$ cat src/logic/rsc_pkg.sv
package rsc_pkg;
  // Register byte addresses
  localparam logic [4:0] ADDR_FLAGS    = 5'h00;
  localparam logic [4:0] ADDR_SOFT_RESET = 5'h04;
  localparam logic [4:0] ADDR_PROTECT  = 5'h08;
  localparam logic [4:0] ADDR_IRQ_STAT = 5'h0C;
  localparam logic [4:0] ADDR_IRQ_EN   = 5'h10;
  localparam logic [4:0] ADDR_IRQ_CLR  = 5'h14;
  // Cause flag positions
  localparam int FLAG_POR  = 0;
  localparam int FLAG_BOD  = 1;
  localparam int FLAG_PIN  = 2;
  localparam int FLAG_WDT  = 3;
  localparam int FLAG_SOFT = 4;
  localparam int FLAG_DBG  = 5;
  localparam int NFLAGS    = 6;
  localparam logic [5:0] FLAGS_POR_ONLY = 6'h01;
  localparam int SOFT_TRIGGER_BIT = 0;
  // Interrupt status positions
  localparam int IRQ_BOOT_DONE = 0;
  localparam int IRQ_REFUSED   = 1;
  localparam int NIRQ          = 2;
  // Unlock key, value arbitrary
  localparam logic [7:0] IO_UNLOCK_KEY = 8'h5A;
  localparam logic [2:0] UNLOCK_WINDOW = 3'h4;
  // Brown-out level floor when unused
  localparam logic [2:0] BOD_LEVEL_MIN = 3'h0;
  // Scan select value meaning no startup scan
  localparam logic [1:0] SCAN_NONE = 2'h0;
  // Timing
  localparam int CLK_PERIOD_NS     = 50;
  localparam int INIT_BASE_NS      = 300;
  localparam int INIT_BASE_CYCLES  = (INIT_BASE_NS + CLK_PERIOD_NS - 1) / CLK_PERIOD_NS;
  localparam int STARTUP_STEP_US   = 1000;
  localparam int STARTUP_STEP_CYC  = STARTUP_STEP_US * 1000 / CLK_PERIOD_NS;
  localparam int SCAN_CYCLES       = 256;
  localparam int CNT_W             = 24;
  typedef enum logic [1:0] {
    RSC_RUN  = 2'b00,
    RSC_HOLD = 2'b01,
    RSC_INIT = 2'b10
  } rsc_state_e;
endpackage

$ cat src/logic/rsc_sync2.sv
`timescale 1ns/100ps
`default_nettype none
module rsc_sync2 #(
  parameter int Width = 1
) (
  // Clock and reset
  input  wire logic             clk,
  input  wire logic             rstN,
  // Data
  input  wire logic [Width-1:0] din,
  output logic      [Width-1:0] dout
);
  typedef struct packed {
    logic [Width-1:0] meta;
    logic [Width-1:0] stable;
  } rsc_sync_s;
  rsc_sync_s sQ, sD;

  always_comb begin
    sD.meta   = din;
    sD.stable = sQ.meta;
  end

  always_ff @(posedge clk or negedge rstN) begin
    if (!rstN) begin
      sQ <= '0;
    end else begin
      sQ <= sD;
    end
  end

  assign dout = sQ.stable;
endmodule // rsc_sync2
`default_nettype wire

$ cat src/logic/rsc_reset_gen.sv
`timescale 1ns/100ps
`default_nettype none
module rsc_reset_gen (
  // Clock and asynchronous assert
  input  wire logic clk,
  input  wire logic arstN,
  // Synchronous release permission
  input  wire logic relOk,
  output logic      rstN
);
  typedef struct packed {
    logic s0;
    logic s1;
  } rsc_rg_s;
  rsc_rg_s gQ, gD;

  always_comb begin
    gD.s0 = relOk;
    gD.s1 = gQ.s0;
  end

  always_ff @(posedge clk or negedge arstN) begin
    if (!arstN) begin
      gQ <= '0;
    end else begin
      gQ <= gD;
    end
  end

  assign rstN = gQ.s1;
endmodule // rsc_reset_gen
`default_nettype wire

$ cat src/logic/rsc_reset_manager.sv
// The implementer's own choice: the Avalon-MM slave port.
`timescale 1ns/100ps
`default_nettype none
module rsc_reset_manager #(
  parameter int StartupStepCycles = rsc_pkg::STARTUP_STEP_CYC,
  parameter int ScanCycles        = rsc_pkg::SCAN_CYCLES
) (
  // Clock and reset
  input  wire logic        sys_clk,
  input  wire logic        resetn,
  // Reset requesters
  input  wire logic        porLowDet,
  input  wire logic        bodLowDet,
  input  wire logic        resetPinN,
  input  wire logic        wdtExpire,
  input  wire logic        debugRstReq,
  // Fuse values
  input  wire logic        resetPinConfig,
  input  wire logic [2:0]  startupDelaySetting,
  input  wire logic [1:0]  startupScanSelect,
  input  wire logic        bodUsed,
  input  wire logic [2:0]  bodLevelFuse,
  // Reset outputs
  output logic             sysRstN,
  output logic             debugRstN,
  output logic             fuseReload,
  output logic             initBusy,
  output logic [2:0]       bodLevel,
  // Avalon-MM slave
  input  wire logic [4:0]  avs_address,
  input  wire logic        avs_read,
  input  wire logic        avs_write,
  input  wire logic [31:0] avs_writedata,
  input  wire logic [3:0]  avs_byteenable,
  output logic [31:0]      avs_readdata,
  output logic             avs_waitrequest,
  // Interrupt
  output logic             irq
);
  localparam int MaxLen = rsc_pkg::INIT_BASE_CYCLES + 7 * StartupStepCycles + ScanCycles;

  initial begin
    if (StartupStepCycles < 1 || ScanCycles < 0 || MaxLen >= (1 << rsc_pkg::CNT_W)) begin
      $error("rsc_reset_manager: counts do not fit the init counter");
    end
  end

  typedef struct packed {
    rsc_pkg::rsc_state_e        state;
    logic [rsc_pkg::CNT_W-1:0]  cnt;
    logic [rsc_pkg::NFLAGS-1:0] pend;
    logic [rsc_pkg::NFLAGS-1:0] flags;
    logic [2:0]                 unlock;
    logic                       swReq;
    logic [rsc_pkg::NIRQ-1:0]   irqStat;
    logic [rsc_pkg::NIRQ-1:0]   irqEn;
    logic                       irq;
    logic [7:0]                 rdata;
    logic                       wait_;
    logic                       fuseReload;
    logic [2:0]                 bodLevel;
    logic                       initBusy;
  } rsc_st_s;
  rsc_st_s sQ, sD;

  logic [3:0] rawReq;
  logic [3:0] syncReq;
  logic       sPor;
  logic       sBod;
  logic       sPinLow;
  logic       sDbg;
  logic       sysArstN;
  logic       dbgArstN;
  logic       pendPower;

  // pin counts only when its fuse enables it
  assign rawReq = {debugRstReq, resetPinConfig & ~resetPinN, bodLowDet, porLowDet};

  rsc_sync2 #(
    .Width (4)
  ) u_sync (
    .clk  (sys_clk),
    .rstN (resetn),
    .din  (rawReq),
    .dout (syncReq)
  );

  assign sPor    = syncReq[0];
  assign sBod    = syncReq[1];
  assign sPinLow = syncReq[2];
  assign sDbg    = syncReq[3];

  // raw requests (supply, pin, debug) assert at once
  // Synced copy bridges a short pulse until the state machine holds
  assign sysArstN  = resetn & ~(|rawReq) & ~(|syncReq);
  // debug logic reset only by power sources
  assign dbgArstN  = resetn & ~porLowDet & ~bodLowDet & ~sPor & ~sBod;
  assign pendPower = sQ.pend[rsc_pkg::FLAG_POR] | sQ.pend[rsc_pkg::FLAG_BOD];

  rsc_reset_gen u_sys_rst (
    .clk   (sys_clk),
    .arstN (sysArstN),
    .relOk (sQ.state == rsc_pkg::RSC_RUN),
    .rstN  (sysRstN)
  );

  rsc_reset_gen u_dbg_rst (
    .clk   (sys_clk),
    .arstN (dbgArstN),
    .relOk (~pendPower),
    .rstN  (debugRstN)
  );

  logic                       acc;
  logic                       wrOk;
  logic [rsc_pkg::NFLAGS-1:0] nowReq;
  logic [rsc_pkg::NFLAGS-1:0] allPend;
  logic [rsc_pkg::NFLAGS-1:0] flagSet;
  logic [rsc_pkg::NIRQ-1:0]   irqSet;
  logic [rsc_pkg::CNT_W-1:0]  initLen;
  logic                       swAccept;
  logic                       swRefuse;

  always_comb begin
    sD       = sQ;
    acc      = (avs_read | avs_write) & ~sQ.wait_;
    wrOk     = avs_write & acc & avs_byteenable[0];
    flagSet  = '0;
    irqSet   = '0;
    nowReq   = '0;
    nowReq[rsc_pkg::FLAG_POR]  = sPor;
    nowReq[rsc_pkg::FLAG_BOD]  = sBod;
    nowReq[rsc_pkg::FLAG_PIN]  = sPinLow;
    nowReq[rsc_pkg::FLAG_WDT]  = wdtExpire;
    nowReq[rsc_pkg::FLAG_SOFT] = sQ.swReq;
    nowReq[rsc_pkg::FLAG_DBG]  = sDbg;
    allPend  = sQ.pend | nowReq;
    // startup delay only for power resets
    initLen  = rsc_pkg::CNT_W'(rsc_pkg::INIT_BASE_CYCLES);
    if (allPend[rsc_pkg::FLAG_POR] | allPend[rsc_pkg::FLAG_BOD]) begin
      initLen = initLen + rsc_pkg::CNT_W'(startupDelaySetting) *
                rsc_pkg::CNT_W'(StartupStepCycles);
    end
    if (startupScanSelect != rsc_pkg::SCAN_NONE) begin
      initLen = initLen + rsc_pkg::CNT_W'(ScanCycles);
    end

    // Bus handshake: one wait state per access
    sD.wait_ = ~((avs_read | avs_write) & sQ.wait_);
    sD.rdata = '0;
    if (avs_read & sQ.wait_) begin
      unique case (avs_address)
        rsc_pkg::ADDR_FLAGS:    sD.rdata = {2'h0, sQ.flags};
        rsc_pkg::ADDR_SOFT_RESET: sD.rdata = 8'h00;
        rsc_pkg::ADDR_IRQ_STAT: sD.rdata = {6'h00, sQ.irqStat};
        rsc_pkg::ADDR_IRQ_EN:   sD.rdata = {6'h00, sQ.irqEn};
        default:                sD.rdata = 8'h00;
      endcase
    end

    if (sQ.unlock != 3'h0) begin
      sD.unlock = sQ.unlock - 3'h1;
    end
    swAccept = 1'b0;
    swRefuse = 1'b0;
    sD.swReq = 1'b0;
    if (wrOk) begin
      unique case (avs_address)
        rsc_pkg::ADDR_PROTECT: begin
          if (avs_writedata[7:0] == rsc_pkg::IO_UNLOCK_KEY) begin
            sD.unlock = rsc_pkg::UNLOCK_WINDOW;
          end
        end
        rsc_pkg::ADDR_SOFT_RESET: begin
          if (sQ.unlock != 3'h0) begin
            swAccept  = avs_writedata[rsc_pkg::SOFT_TRIGGER_BIT];
            sD.unlock = 3'h0;
          end else begin
            swRefuse = 1'b1;
          end
        end
        rsc_pkg::ADDR_IRQ_EN: sD.irqEn = avs_writedata[rsc_pkg::NIRQ-1:0];
        default: ;
      endcase
    end
    sD.swReq = swAccept;

    sD.fuseReload = 1'b0;
    unique case (sQ.state)
      rsc_pkg::RSC_RUN: begin
        if (|nowReq) begin
          sD.pend  = nowReq;
          sD.state = rsc_pkg::RSC_HOLD;
        end
      end
      rsc_pkg::RSC_HOLD: begin
        sD.pend = allPend;
        if (~sPor & ~sBod & ~sPinLow & ~sDbg) begin
          sD.cnt        = initLen;
          sD.state      = rsc_pkg::RSC_INIT;
          sD.fuseReload = 1'b1;
        end
      end
      rsc_pkg::RSC_INIT: begin
        sD.pend = allPend;
        if (|nowReq) begin
          sD.state = rsc_pkg::RSC_HOLD;
        end else if (sQ.cnt <= rsc_pkg::CNT_W'(1)) begin
          sD.state = rsc_pkg::RSC_RUN;
          sD.pend  = '0;
          irqSet[rsc_pkg::IRQ_BOOT_DONE] = 1'b1;
          if (sQ.pend[rsc_pkg::FLAG_POR]) begin
            sD.flags = rsc_pkg::FLAGS_POR_ONLY;
          end else begin
            flagSet = sQ.pend;
          end
        end else begin
          sD.cnt = sQ.cnt - rsc_pkg::CNT_W'(1);
        end
      end
      default: sD.state = rsc_pkg::RSC_HOLD;
    endcase
    sD.initBusy = sD.state == rsc_pkg::RSC_INIT;

    if (wrOk && avs_address == rsc_pkg::ADDR_FLAGS && !sQ.pend[rsc_pkg::FLAG_POR]) begin
      sD.flags = sD.flags & ~avs_writedata[rsc_pkg::NFLAGS-1:0];
    end
    sD.flags = sD.flags | flagSet;

    irqSet[rsc_pkg::IRQ_REFUSED] = swRefuse;
    if (wrOk && avs_address == rsc_pkg::ADDR_IRQ_CLR) begin
      sD.irqStat = sQ.irqStat & ~avs_writedata[rsc_pkg::NIRQ-1:0];
    end
    sD.irqStat = sD.irqStat | irqSet;
    sD.irq     = |(sD.irqStat & sD.irqEn);

    if (sQ.fuseReload) begin
      sD.bodLevel = bodUsed ? bodLevelFuse : rsc_pkg::BOD_LEVEL_MIN;
    end
  end

  always_ff @(posedge sys_clk or negedge resetn) begin
    if (!resetn) begin
      sQ          <= '0;
      sQ.state    <= rsc_pkg::RSC_HOLD;
      sQ.pend     <= rsc_pkg::FLAGS_POR_ONLY;
      sQ.wait_    <= 1'b1;
      sQ.bodLevel <= rsc_pkg::BOD_LEVEL_MIN;
    end else begin
      sQ <= sD;
    end
  end

  assign fuseReload      = sQ.fuseReload;
  assign initBusy        = sQ.initBusy;
  assign bodLevel        = sQ.bodLevel;
  assign avs_readdata    = {24'h000000, sQ.rdata};
  assign avs_waitrequest = sQ.wait_;
  assign irq             = sQ.irq;
endmodule // rsc_reset_manager
`default_nettype wire

$ cat config.mk
export PLATFORM = sky130hd
export DESIGN_NAME = rsc_reset_manager
export DESIGN_NICKNAME = d
export VERILOG_FILES = /design/src/logic/rsc_pkg.sv /design/src/logic/rsc_sync2.sv /design/src/logic/rsc_reset_gen.sv /design/src/logic/rsc_reset_manager.sv
export SDC_FILE = /design/constraint.sdc
export NUM_CORES = 1
export LEC_CHECK = 0
export BUFFER_PORTS_ARGS = -buffer_cell sky130_fd_sc_hd__buf_2
export CAP_MARGIN = 5
export CORE_MARGIN = 2
export CORE_UTILIZATION = 30
export DETAILED_ROUTE_END_ITERATION = 10
export PLACE_DENSITY = 0.56
export SLEW_MARGIN = 40
export SYNTH_ARGS = -nofsm -noshare
export SYNTH_HDL_FRONTEND = slang
export SYNTH_SLANG_ARGS = --single-unit
$ cat constraint.sdc
create_clock -name sys_clk -period 1.6 [get_ports sys_clk]
set_input_delay 0.08 -clock sys_clk [delete_from_list [all_inputs] [get_ports sys_clk]]
set_output_delay 0.08 -clock sys_clk [all_outputs]
set_load 0.005 [all_outputs]
---- Word level (Yosys, flattened, before mapping) ----
Cells that the tools add are included.
word-level totals
  output and inout bits ................... 41
  register bits ........................... 73
  word-level logic and storage cells ...... 135
operators by class
  $mul .................................... 1
  reductions and logical operators ........ 16
  bitwise gates (word level) .............. 38
  mux-type cells .......................... 42
  eq/ne operators ......................... 13
  add/sub/neg operators ................... 4
  $lt $le $gt $ge ......................... 1
operator list
  cell                                                  count
  2-to-1 mux 6 bit                                      9
  2-to-1 mux 24 bit                                     2
  one-hot mux 24 bit (2 select lines)                   1
  2-to-1 mux 36 bit                                     1
  one-hot mux 6 bit (3 select lines)                    2
  2-to-1 mux 26 bit                                     1
  adder 24 x 9 -> 24 bit, second input constant         1
  <= comparator 24 x 1 -> 1 bit, second input constant  1
  subtractor 24 x 1 -> 24 bit, second input constant    1
  adder 3 x 18 -> 19 bit, first input constant          1
  2-to-1 mux 19 bit                                     1
  AND 1 bit                                             15
  2-to-1 mux 3 bit                                      5
  multiplier 3 x 10 -> 13 bit, second input constant    1
  2-to-1 mux 12 bit                                     1
  2-to-1 mux 2 bit                                      6
  inverter 1 bit                                        12
  OR 6 bit                                              2
  2-to-1 mux 1 bit                                      11
  equality test 5 x 4 -> 1 bit, second input constant   2
  equality test 5 bit, second input constant            2
  equality test 8 x 7 -> 1 bit, second input constant   1
  != test 2 bit, second input constant                  4
  OR reduction 4 bit                                    2
  22 further kinds                                      30

---- Longest topological paths before layout ----
Gate-level depths: netlist of run 1.
  word-level depth ........................ 9
  gate-level depth with buffers ........... 11

---- Modules after synthesis ----
Synthesis of run 1 repeated with hierarchy kept, for this count alone.
second synthesis, totals
  cells, all modules ...................... 440
  area total of the unflattened synthesis .. 4201.5 um^2
by module, submodules not included
  module             area each (um^2)  times used  cells an instance
  rsc_reset_manager  3901.2            1           428
  rsc_sync2          200.2             1           8
  rsc_reset_gen      50.0              2           2

---- Least setup slack after synthesis of run 1 ----
OpenSTA, ideal clock, no wires.
  kind .................................... reg-to-reg
  start point ............................. register sQ[59] (netlist name)
  end point ............................... register sQ[44] (netlist name)
  data required time ...................... 1.479 ns
  arrival time ............................ 2.247 ns
  setup time .............................. 0.121 ns
  cell stages (with the launch flop) ...... 12
  period minus slack after synthesis ...... 2.368 ns
  setup slack ............................. -0.768 ns
  path through ............................ dfstp_2 -> inv_1 -> ha_1 -> clkbuf_1 -> nor3b_1 -> and2_1 -> buf_2 -> o21a_1 -> buf_2 -> or2_1 -> buf_2 -> a22o_1
on the way
  word-level cells in the longest chain between the ends .. 3
  elaborated cells between the ends (all ways) .. 8
ends and longest elaborated chain
  item                                                                         RTL line                  RTL
  from (decl)                                                                  rsc_reset_manager.sv:64   rsc_st_s sQ, sD;
  equality test 2 bit / equality test 2 x 1 -> 1 bit (equally long branches)   rsc_reset_manager.sv:189  unique case (sQ.state)
  != test 2 bit (no source line) / nonzero test 2 bit (equally long branches)  --
  AND reduction 4 bit (no source line)                                         --
Parallel ways exist; a longest one is shown, timed or not.
A chain may end at the register's enable or synchronous reset.

---- Worst setup path in the final report of run 1 ----
  start point ............................. register sQ[46] (netlist name)
  end point ............................... register sQ[52] (netlist name)
on the way
  word-level cells in the longest chain between the ends .. 4
  elaborated cells between the ends (all ways) .. 7
ends and longest elaborated chain
  item                                 RTL line                  RTL
  subtractor 24 x 1 -> 24 bit          rsc_reset_manager.sv:218  sD.cnt = sQ.cnt - rsc_pkg::CNT_W'(1);
  2-to-1 mux 24 bit                    rsc_reset_manager.sv:208  end else if (sQ.cnt <= rsc_pkg::CNT_W'(1)) begin
  2-to-1 mux 36 bit                    rsc_reset_manager.sv:206  if (|nowReq) begin
  one-hot mux 24 bit (2 select lines)  rsc_reset_manager.sv:189
Parallel ways exist; a longest one is shown, timed or not. The select of a mux whose other input is x is not followed.

==> summary.txt, run 1 <==
Timing
  • Final setup fails: 41
  • Final worst setup slack: -0.5739 ns
  • Max Clk Rate: 0.4600 GHz
  • Hold Vio Cnt, Final: 0
  • Pins Over Slew Limit: 0
  • Final min period: 2.174 ns
  • Final period utilization: 135.9%
  • Final Skew: 0.008744 ns
  • Worst slew pin tran: 0.6259 ns
  • Slew margin rel.: 58.27%
  • RSZ-0062 raised after global routing: true

Cells and area
  • Fillcell total: 1201
  • Layout Cells excl Fill: 774
  • Area Overhead vs Synth: 59.46%
  • Final nets: 672
  • Antenna Cells: 0
  • Proportion of layout cells with a drive suffix above 1: 49.16%

Die
  • Die ar.: 14450 um2
  • Die W: 120.2 um
  • Initial Util: 30.60%
  • Placeable Area: 13240 um2
  • Io pins: 101
  • Std-Cell Rows: 42
  • Die Ht: 120.2 um

Yosys
  • Synth Area per Inst: 9.813 um2
  • Syn. warnings: 0
  • Cells after Synth: 413
  • Share of the synthesized area in the top cell type: 41.99%
  • Number of synthesized flops with an enable pin: 0
  • Largest area contributor in the netlist: dfrtp_1
  • Largest cells by area after synthesis: dfrtp_1, buf_4, ha_1
  • Main synth FF type: dfrtp_1
  • Post-synth cell types: 64
  • Yosys reg bits: 71
  • Syn Std Cell Area: 4053 um2
  • Fraction of registers with async set/reset: 100.0%
  • Seq/Total Area, Yosys: 43.93%

CTS
  • Root buffer cell: clkbuf_16
  • H-tree depth: 3
  • CTS tree: built
  • Max clock buf depth: 2
  • Clock Latency Late Sink: 0.34 ns
  • CTS Sinks: 71
  • Reg clk slew, reported paths: 0.06 ns
  • Num CTS Buffers: 9

Flow run
  • Max Cap Violations: 0

Setup path
  • CP max-delay cell: or4_4
  • Worst Setup Path Type: flip-flop to flip-flop
  • CP Launch Type: flip-flop
  • CP Buf/Inv Count: 0
  • Critical Path AT: 2.40 ns
  • Slowest Stage Delay on Critical Path: 0.54 ns
  • Worst-path fanout max: 2
  • Req. time, crit path: 1.83 ns
  • CP top delay family: simple AND/OR/NAND/NOR gates
  • CP cell instances: or4_4 > or4_4 > or3_4 > o2bb2ai_2 > a22o_1
  • Crit path top cell by count: or4_4
  • Worst Setup End Kind: flip-flop

Power
  • Sw frac: 37.85%
  • Sequential power share: 26.3%
  • Net switching power: 3.394 mW
  • Clock Power Share: 22.9%
  • Combinational share of power: 50.9%
  • PD cells: 1387 nW/um2
  • P_int: 5.572 mW
  • Max IR drop VDD: 0.7210 mV
  • Leak pwr: 2.979 nW
  • Pwr Total: 8.966 mW

Drt
  • First DRT Iteration DRCs: 210
  • DRT antenna net count: 0
  • WL final: 11850 um
  • Via count: 3839
  • 1st-pass router iterations: 5
  • Vias per cell: 4.960
  • Residual DRC: 0
  • Mean routed wirelength per cell: 15.31 um

Placement
  • IO Port Bufs: 47
  • DP HPWL: 7592 um
  • Placed insts: 712
  • Pre-CTS WS: -0.5552 ns
  • Gp weighted congestion: 0.8468

Global route
  • Vias in the first global route: 3866
  • First-pass GRT wire length: 18660 um
  • Grt total ovfl: 0
  • Initial antenna violation count: 0
  • Total global-route track usage: 16.05%
  • Largest net degree at the start of global routing: 68

Run status
  • Failing checks: negative setup slack
  • Status: complete, but fails checks

Min path
  • Hold WC Path Type: input port to flip-flop
-- worst reg2reg max path, stage by stage, from the launching register on --
cell	delay [ns]
dfrtp_1	0.39
or4_4	0.54
or4_4	0.44
or3_4	0.35
o2bb2ai_2	0.13
a22o_1	0.22
-- metrics by stage --
stage | utilization, % | TNS [ns] | hold slack (ns) | instance area (um2)
3_3_place_gp | 38.94 | -16.53 | 0.2016 | 5156
3_5_place_dp | 38.96 | -17.54 | 0.2027 | 5160
4_1_cts | 46.04 | -11.75 | 0.002474 | 6097
2_1_floorplan | - | -15.57 | -0.2156 | 4312
5_1_grt | 48.80 | -17.15 | 0.02707 | 6462
6_report | 48.80 | -13.44 | 0.001515 | 6462
-- worst paths after layout --
check,slack [ns],endpoint,cells after the start,startpoint
hold / removal,0.002,bodLevel[0]$_DFFE_PN0P_,3,bodUsed
setup reg to reg,-0.57,sQ[52]$_DFFE_PN0P_,5,sQ[46]$_DFFE_PN0P_
min in group asynchronous,0.08,u_sys_rst.gD[0]$_DFF_PN0_,4,resetPinConfig
max in group asynchronous,0.24,u_sys_rst.rstN$_DFF_PN0_,4,u_sync.dout[3]$_DFF_PN0_
setup / recovery,-0.57,sQ[52]$_DFFE_PN0P_,5,sQ[46]$_DFFE_PN0P_
hold reg to reg,0.30,u_dbg_rst.rstN$_DFF_PN0_,1,u_sync.dout[1]$_DFF_PN0_
-- cell type report --
class,count,area (um2),share of cell area (%)
Timing Repair Buffer,195,1545,23.91
Inverter,19,71.32,1.104
Clock buffer,9,225.2,3.485
Clock inverter,7,78.83,1.220
Tap cell,176,220.2,3.408
Sequential cell,71,1783,27.59
Multi-Input combinational cell,297,2539,39.28
-- state kept, by name (all words and copies together) (netlist names) --
name             cells
u_sys_rst.rstN       1
avs_waitrequest      1
sQ                  45
irq                  1
u_sync.dout          4
fuseReload           1
initBusy             1
u_sync.sD            4
u_sys_rst.gD         1
nowReq               1
u_dbg_rst.gD         1
bodLevel             3
u_dbg_rst.rstN       1
avs_readdata         6
-- cell families after synthesis --
kind of cell    count (synthesis)  synth area share, %
fa+ha+maj                      19                6.422
compound gates                110                19.05
xor+xnor                        5                1.081
flops                          71                43.93
simple gates                  131                17.94
buf+inv                        71                10.16
other cells                     1              0.09253
mux                             5                1.328
-- cell usage in the layout (no fill, tap or decap), types with 7 or more instances in the layout --
cell type / instances
dlygate4sd3_1: 12
o21ai_1: 7
dfrtp_1: 66
nor4_4: 8
o21ai_0: 11
conb_1: 26
buf_2: 47
a21oi_1: 14
inv_1: 16
ha_1: 13
buf_6: 27
nor3_1: 10
nor2_1: 19
a31oi_1: 8
clkbuf_16: 11
buf_4: 104
a22o_1: 13
o2bb2ai_2: 10
nand2_1: 25
-- power by group through the flow --
stage / clock [mW] / sequential, mW / combinational [mW]
after detailed placement: 0 / 2.36 / 3.39
after global placement: 0 / 2.36 / 3.32
after global routing: 2.16 / 2.39 / 4.93
final: 2.05 / 2.36 / 4.56
after floorplan: 0 / 2.36 / 2.02
after CTS: 2.10 / 2.34 / 4.21
-- synthesized netlist by cell type, types with 3 or more instances --
cell type / n
o22ai_1: 8
a21o_1: 3
nor4_1: 12
nor2_1: 29
a22oi_1: 6
nand3_1: 6
nand2b_1: 3
ha_1: 16
o21ai_0: 19
inv_1: 19
or4_1: 3
nand2_1: 27
and2_1: 7
a31oi_1: 10
o2bb2ai_1: 12
fa_1: 3
o31ai_1: 5
buf_2: 5
xnor2_1: 3
nand3b_1: 3
dfrtp_1: 68
nor3_1: 17
dfstp_2: 3
buf_4: 35
a22o_1: 13
clkbuf_1: 10
mux2_2: 3
a21oi_1: 16
-- metal layers --
metal,vias up,wire length (um),GRT usage (%)
met5,-,0,0
met4,0,249,6.541
met3,23,452,2.406
met2,110,5802,26.92
met1,1887,5343,20.77
li1,1819,-,-
-- repair_timing --
action                                  in CTS  in global routing
endpoints found under the setup margin      42                 45
hold buffers                                12                  0
pin swaps                                   23                 29
endpoints found under the hold margin       75                  0
gates cloned                                 3                  2
resized for setup                           74                 44
buffers inserted                            17                 14
No activity file was read; power rests on OpenSTA's default activity.
==> run 2: changes to the inputs <==
--- a/config.mk
+++ b/config.mk
@@ -7,10 +7,12 @@
 export LEC_CHECK = 0
 export BUFFER_PORTS_ARGS = -buffer_cell sky130_fd_sc_hd__buf_2
 export CAP_MARGIN = 5
+export CELL_PAD_IN_SITES_DETAIL_PLACEMENT = 0
+export CELL_PAD_IN_SITES_GLOBAL_PLACEMENT = 1
 export CORE_MARGIN = 2
 export CORE_UTILIZATION = 30
 export DETAILED_ROUTE_END_ITERATION = 10
-export PLACE_DENSITY = 0.56
+export PLACE_DENSITY = 0.68
 export SLEW_MARGIN = 40
 export SYNTH_ARGS = -nofsm -noshare
 export SYNTH_HDL_FRONTEND = slang
==> summary.txt, run 2 (synthesis results as in run 1) <==
CTS
  • Clock Latency Late Sink: 0.34 ns (about the same)
  • H-tree depth: 3 (unchanged)
  • Max clock buf depth: 2 (unchanged)
  • Root buffer cell: clkbuf_16
  • Num CTS Buffers: 9 (unchanged)
  • CTS tree: built
  • Reg clk slew, reported paths: 0.07 ns (about the same)
  • CTS Sinks: 71 (unchanged)

Die
  • Placeable Area: 13240 um2 (unchanged)
  • Die Ht: 120.2 um (unchanged)
  • Die W: 120.2 um (unchanged)
  • Std-Cell Rows: 42 (unchanged)
  • Io pins: 101 (unchanged)
  • Initial Util: 30.60% (unchanged)
  • Die ar.: 14450 um2 (unchanged)

Cells and area
  • Commonest non-fill, non-tap cell in the layout: buf_4
  • Post-layout util: 49.28% (+0.48 points)
  • Max reg flops: 45 (unchanged)
  • Antenna Cells: 0 (unchanged)
  • Final nets: 669 (-0.45%)
  • Most frequent cells in the layout: buf_4, dfrtp_1, buf_2
  • Proportion of layout cells with a drive suffix above 1: 49.92% (+0.75 points)
  • Fillcell total: 1173 (-2.3%)
  • Area Overhead vs Synth: 61.04%
  • Top reg by flops: sQ

Power
  • Pwr Total: 9.019 mW (+0.59%)
  • PD cells: 1382 nW/um2 (-0.39%)
  • Leak pwr: 2.978 nW (about the same)
  • Max IR drop VDD: 0.7022 mV (-2.6%)

Setup path
  • Slowest Stage Delay on Critical Path: 0.53 ns (about the same)
  • CP max-delay cell: or4_4
  • Worst Setup Path Type: flip-flop to flip-flop
  • CP Launch Type: flip-flop
  • Worst-path fanout max: 2 (unchanged)
  • CP cell instances: or4_4 > or4_4 > or3_4 > o2bb2ai_2 > a22o_1
  • Req. time, crit path: 1.83 ns (about the same)
  • Crit path top cell by count: or4_4
  • Critical Path AT: 2.37 ns (-0.03 ns)
  • Worst Setup End Kind: flip-flop

Global route
  • Vias in the first global route: 3849 (-0.44%)
  • First-pass GRT wire length: 18850 um (+1.0%)
  • Initial antenna violation count: 0 (unchanged)
  • Grt total ovfl: 0 (unchanged)
  • Total global-route track usage: 16.36% (+0.31 points)
  • Largest net degree at the start of global routing: 68 (unchanged)

Placement
  • IO Port Bufs: 47 (unchanged)
  • DP HPWL: 7351 um (-3.2%)
  • Gp weighted congestion: 0.8349 (-1.4%)
  • Pre-CTS WS: -0.5531 ns (+0.002033 ns)

Timing
  • Minimum hold slack: 0.007659 ns (+0.006144 ns)
  • Final period utilization: 134.1% (-1.8 points)
  • Pins Over Slew Limit: 0 (unchanged)
  • Hold Vio Cnt, Final: 0 (unchanged)
  • Final worst setup slack: -0.5450 ns (+0.02894 ns)
  • RSZ-0062 raised after global routing: true
  • Final setup fails: 41 (unchanged)
  • Final Skew: 0.007608 ns (-0.001136 ns)
  • Max Clk Rate: 0.4662 GHz (+1.3%)
  • Setup TNS: -14.97 ns (-1.536 ns)
  • Final min period: 2.145 ns (-0.02894 ns)

Drt
  • Mean routed wirelength per cell: 15.45 um (+0.94%)
  • DRT antenna net count: 0 (unchanged)
  • Residual DRC: 0 (unchanged)
  • WL final: 11910 um (+0.55%)
  • 1st-pass router iterations: 4 (-1)
  • Vias per cell: 4.920 (-0.81%)
  • Via count: 3793 (-1.2%)
  • First DRT Iteration DRCs: 200 (-4.8%)

Flow run
  • Max Cap Violations: 0 (unchanged)

Run status
  • Status: complete, but fails checks
  • Failing checks: negative setup slack

Min path
  • Hold WC Path Type: input port to async pin
[run 2: report_power, final]
part | internal (mW) | switching [mW] | leakage [nW]
Clock | 1.08 | 0.876 | 0.136
Combinational | 2.34 | 2.35 | 1.91
Sequential | 2.14 | 0.230 | 0.934
[run 2: worst paths after layout]
kind                                                   to  slack, ns  cells after the start                startpoint
worst max register to register         sQ[52]$_DFFE_PN0P_      -0.54                      5        sQ[45]$_DFFE_PN0P_
worst min register to register   u_sync.dout[3]$_DFF_PN0_       0.35                      0    u_sync.sD[3]$_DFF_PN0_
worst min-delay path             u_sys_rst.rstN$_DFF_PN0_      0.008                      4            resetPinConfig
max in group asynchronous       u_sys_rst.gD[0]$_DFF_PN0_       0.09                      6  u_sync.dout[1]$_DFF_PN0_
worst max-delay path                   sQ[52]$_DFFE_PN0P_      -0.54                      5        sQ[45]$_DFFE_PN0P_
min in group sys_clk              bodLevel[2]$_DFFE_PN0P_       0.01                      3                   bodUsed
[run 2: final cells by class]
type	instances	area [um2]	share of cell area, %
Sequential cell	71	1783	27.32
Tap cell	176	220.2	3.374
Clock inverter	7	63.81	0.9778
Inverter	19	71.32	1.093
Timing Repair Buffer	192	1582	24.23
Multi-Input combinational cell	297	2581	39.55
Clock buffer	9	225.2	3.451
[run 2: metrics by stage]
stage	cells	cell area, um2
detailed placement	707	5106
CTS	760	6092
finish	771	6526
global route	771	6526
global placement	707	5106
floorplan	438	4312
[run 2: critical path: cells and delay by family, from the launching register on]
family           cells  cell delay [ns]
AO/OA/AOI/OAI        2             0.34
flip-flops           1             0.38
AND/OR/NAND/NOR      3             1.31
[run 2: repair_timing]
action | CTS | global route
hold buffers | 12 | 0
resized for setup | 68 | 62
cloned | 4 | 2
setup endpoints to repair | 44 | 48
pin swaps | 15 | 27
buffers inserted | 22 | 9
hold endpoints to repair | 75 | 0
[run 2: routing by layer]
layer  track usage [%]  wire length, um
met1             21.21             5282
met2             27.88             5933
met3             2.170              495
met4             6.177              201
met5                 0                0
==> run 3: changes to the inputs <==
--- a/config.mk
+++ b/config.mk
@@ -5,7 +5,7 @@
 export SDC_FILE = /design/constraint.sdc
 export NUM_CORES = 1
 export LEC_CHECK = 0
-export BUFFER_PORTS_ARGS = -buffer_cell sky130_fd_sc_hd__buf_2
+export BUFFER_PORTS_ARGS = -buffer_cell sky130_fd_sc_hd__clkbuf_2
 export CAP_MARGIN = 5
 export CELL_PAD_IN_SITES_DETAIL_PLACEMENT = 0
 export CELL_PAD_IN_SITES_GLOBAL_PLACEMENT = 1
==> summary.txt, run 3 (synthesis results as in run 1) <==
Timing
  • Setup TNS: -14.94 ns (+0.03810 ns)
  • Final setup fails: 42 (+2.4%)
  • Final worst setup slack: -0.5512 ns (-0.006214 ns)
  • Hold Vio Cnt, Final: 1 (+1)
  • Final min period: 2.151 ns (+0.006214 ns)
  • RSZ-0062 raised after global routing: true
  • Pins Over Slew Limit: 0 (unchanged)
  • Minimum hold slack: -0.001468 ns (-0.009127 ns)
  • Max Clk Rate: 0.4649 GHz (-0.29%)
  • Final period utilization: 134.5% (+0.39 points)
  • Final Skew: 0.009255 ns (+0.001647 ns)

CTS
  • Max clock buf depth: 2 (unchanged)
  • H-tree depth: 3 (unchanged)
  • CTS tree: built
  • CTS Sinks: 71 (unchanged)
  • Root buffer cell: clkbuf_16
  • Reg clk slew, reported paths: 0.06 ns (about the same)
  • Clock Latency Late Sink: 0.33 ns (about the same)
  • Num CTS Buffers: 9 (unchanged)

Power
  • Clock Power Share: 21.4% (-0.3 points)
  • Max IR drop VDD: 0.7211 mV (+2.7%)
  • Sw frac: 37.39% (-0.89 points)
  • Pwr Total: 8.862 mW (-1.8%)
  • Net switching power: 3.314 mW (-4.0%)
  • PD cells: 1404 nW/um2 (+1.6%)
  • Leak pwr: 2.897 nW (-2.7%)
  • Combinational share of power: 51.9% (about the same)
  • P_int: 5.548 mW (-0.34%)
  • Sequential power share: 26.7% (+0.4 points)

Cells and area
  • Antenna Cells: 0 (unchanged)
  • Area Overhead vs Synth: 55.70%
  • Fillcell total: 1219 (+3.9%)
  • Proportion of layout cells with a drive suffix above 1: 47.10% (-2.8 points)
  • Max reg flops: 45 (unchanged)
  • Most frequent cells in the layout: buf_4, dfrtp_1, clkbuf_2
  • Layout Cells excl Fill: 762 (-1.2%)
  • Commonest non-fill, non-tap cell in the layout: buf_4
  • Final nets: 660 (-1.3%)
  • Top reg by flops: sQ

Die
  • Placeable Area: 13240 um2 (unchanged)
  • Io pins: 101 (unchanged)
  • Std-Cell Rows: 42 (unchanged)
  • Die W: 120.2 um (unchanged)
  • Die Ht: 120.2 um (unchanged)
  • Initial Util: 30.60% (unchanged)
  • Die ar.: 14450 um2 (unchanged)

Global route
  • Grt total ovfl: 0 (unchanged)
  • Largest net degree at the start of global routing: 68 (unchanged)
  • First-pass GRT wire length: 18880 um (+0.15%)
  • Total global-route track usage: 16.19% (-0.17 points)
  • Initial antenna violation count: 0 (unchanged)
  • Vias in the first global route: 3779 (-1.8%)

Setup path
  • CP Launch Type: flip-flop
  • Reg-to-reg slack, setup: -0.55 ns (about the same)
  • Critical Path AT: 2.37 ns (about the same)
  • R2R Path End: sQ[52]$_DFFE_PN0P_
  • Worst Reg-to-Reg Cells: 5 (unchanged)
  • Worst Setup Path Type: flip-flop to flip-flop
  • Critical path origin: sQ[47]$_DFFE_PN0P_
  • Req. time, crit path: 1.82 ns (about the same)
  • Reg2Reg Launch Point: sQ[47]$_DFFE_PN0P_
  • CP endpoint: sQ[52]$_DFFE_PN0P_
  • Worst-path fanout max: 2 (unchanged)
  • Worst Setup End Kind: flip-flop

Min path
  • Hold WC Path Type: input port to flip-flop

Drt
  • WL final: 11720 um (-1.6%)
  • Residual DRC: 0 (unchanged)
  • Vias per cell: 4.932 (+0.25%)
  • First DRT Iteration DRCs: 231 (+16%)
  • DRT antenna net count: 0 (unchanged)
  • Via count: 3758 (-0.92%)
  • Mean routed wirelength per cell: 15.38 um (-0.43%)
  • 1st-pass router iterations: 4 (unchanged)

Placement
  • DP HPWL: 7581 um (+3.1%)
  • IO Port Bufs: 47 (unchanged)
  • Placed insts: 707 (unchanged)
  • Gp weighted congestion: 0.8312 (-0.44%)

Flow run
  • Max Cap Violations: 0 (unchanged)

Run status
  • Status: complete, but fails checks
  • Failing checks: negative hold slack, negative setup slack
run 3: worst min-delay path by stage:
stage / startpoint / end / slack [ns] / depth (start not counted)
floorplan: resetn / avs_readdata[0]$_DFF_PN0_ / -0.22 / 0
global placement: resetn / u_sync.dout[1]$_DFF_PN0_ / 0.16 / 2
detailed placement: resetn / bodLevel[1]$_DFFE_PN0P_ / 0.16 / 2
CTS: bodLevelFuse[0] / bodLevel[0]$_DFFE_PN0P_ / 0.0008 / 3
global route: bodLevelFuse[0] / bodLevel[0]$_DFFE_PN0P_ / 0.005 / 3
finish: bodLevelFuse[0] / bodLevel[0]$_DFFE_PN0P_ / -0.001 / 3
run 3: final cells by class:
type | count | area [um2] | share of cell area [%]
Clock buffer | 9 | 225.2 | 3.569
Clock inverter | 7 | 56.30 | 0.8923
Inverter | 19 | 71.32 | 1.130
Multi-Input combinational cell | 297 | 2501 | 39.64
Sequential cell | 71 | 1782 | 28.24
Tap cell | 176 | 220.2 | 3.490
Timing Repair Buffer | 183 | 1454 | 23.04
run 3: per-stage QoR:
stage	instance area, um2	setup WS, ns	hold slack (ns)	util (%)
floorplan	4312	-0.6645	-0.2156	-
CTS	6058	-0.5428	0.0007680	45.75
detailed placement	5131	-0.5344	0.1615	38.75
global route	6310	-0.5745	0.005276	47.65
finish	6310	-0.5512	-0.001468	47.65
global placement	5131	-0.5183	0.1565	38.75
run 3: what timing repair did:
| item | in CTS | in global routing |
|---|---|---|
| setup endpoints to repair | 43 | 43 |
| cloned | 4 | 0 |
| gates resized for setup | 77 | 37 |
| buffers inserted | 22 | 7 |
| hold endpoints to repair | 72 | 0 |
| hold buffers | 9 | 0 |
| pin swaps | 28 | 25 |
run 3: critical path, stage by stage, from the launching register on:
cell	delay, ns
dfrtp_1	0.38
or4_4	0.54
or4_4	0.43
or3_4	0.35
o2bb2ai_2	0.13
a22o_1	0.21
run 3: metal layers:
layer  global-route usage, %  share of wire [%]  vias up
li1                        -                  -     1793
met1                   21.09                 45     1866
met2                   28.16                 50       93
met3                   2.406                4.4        6
met4                   4.288               0.61        0
met5                       0                  0        -
run 3: power by group through the flow:
stage | clock network [mW] | registers, mW | logic (mW)
final | 1.90 | 2.36 | 4.60
after global routing | 2.03 | 2.41 | 4.97
after global placement | 0 | 2.37 | 3.35
after detailed placement | 0 | 2.38 | 3.41
after floorplan | 0 | 2.36 | 2.02
after CTS | 1.95 | 2.35 | 4.20
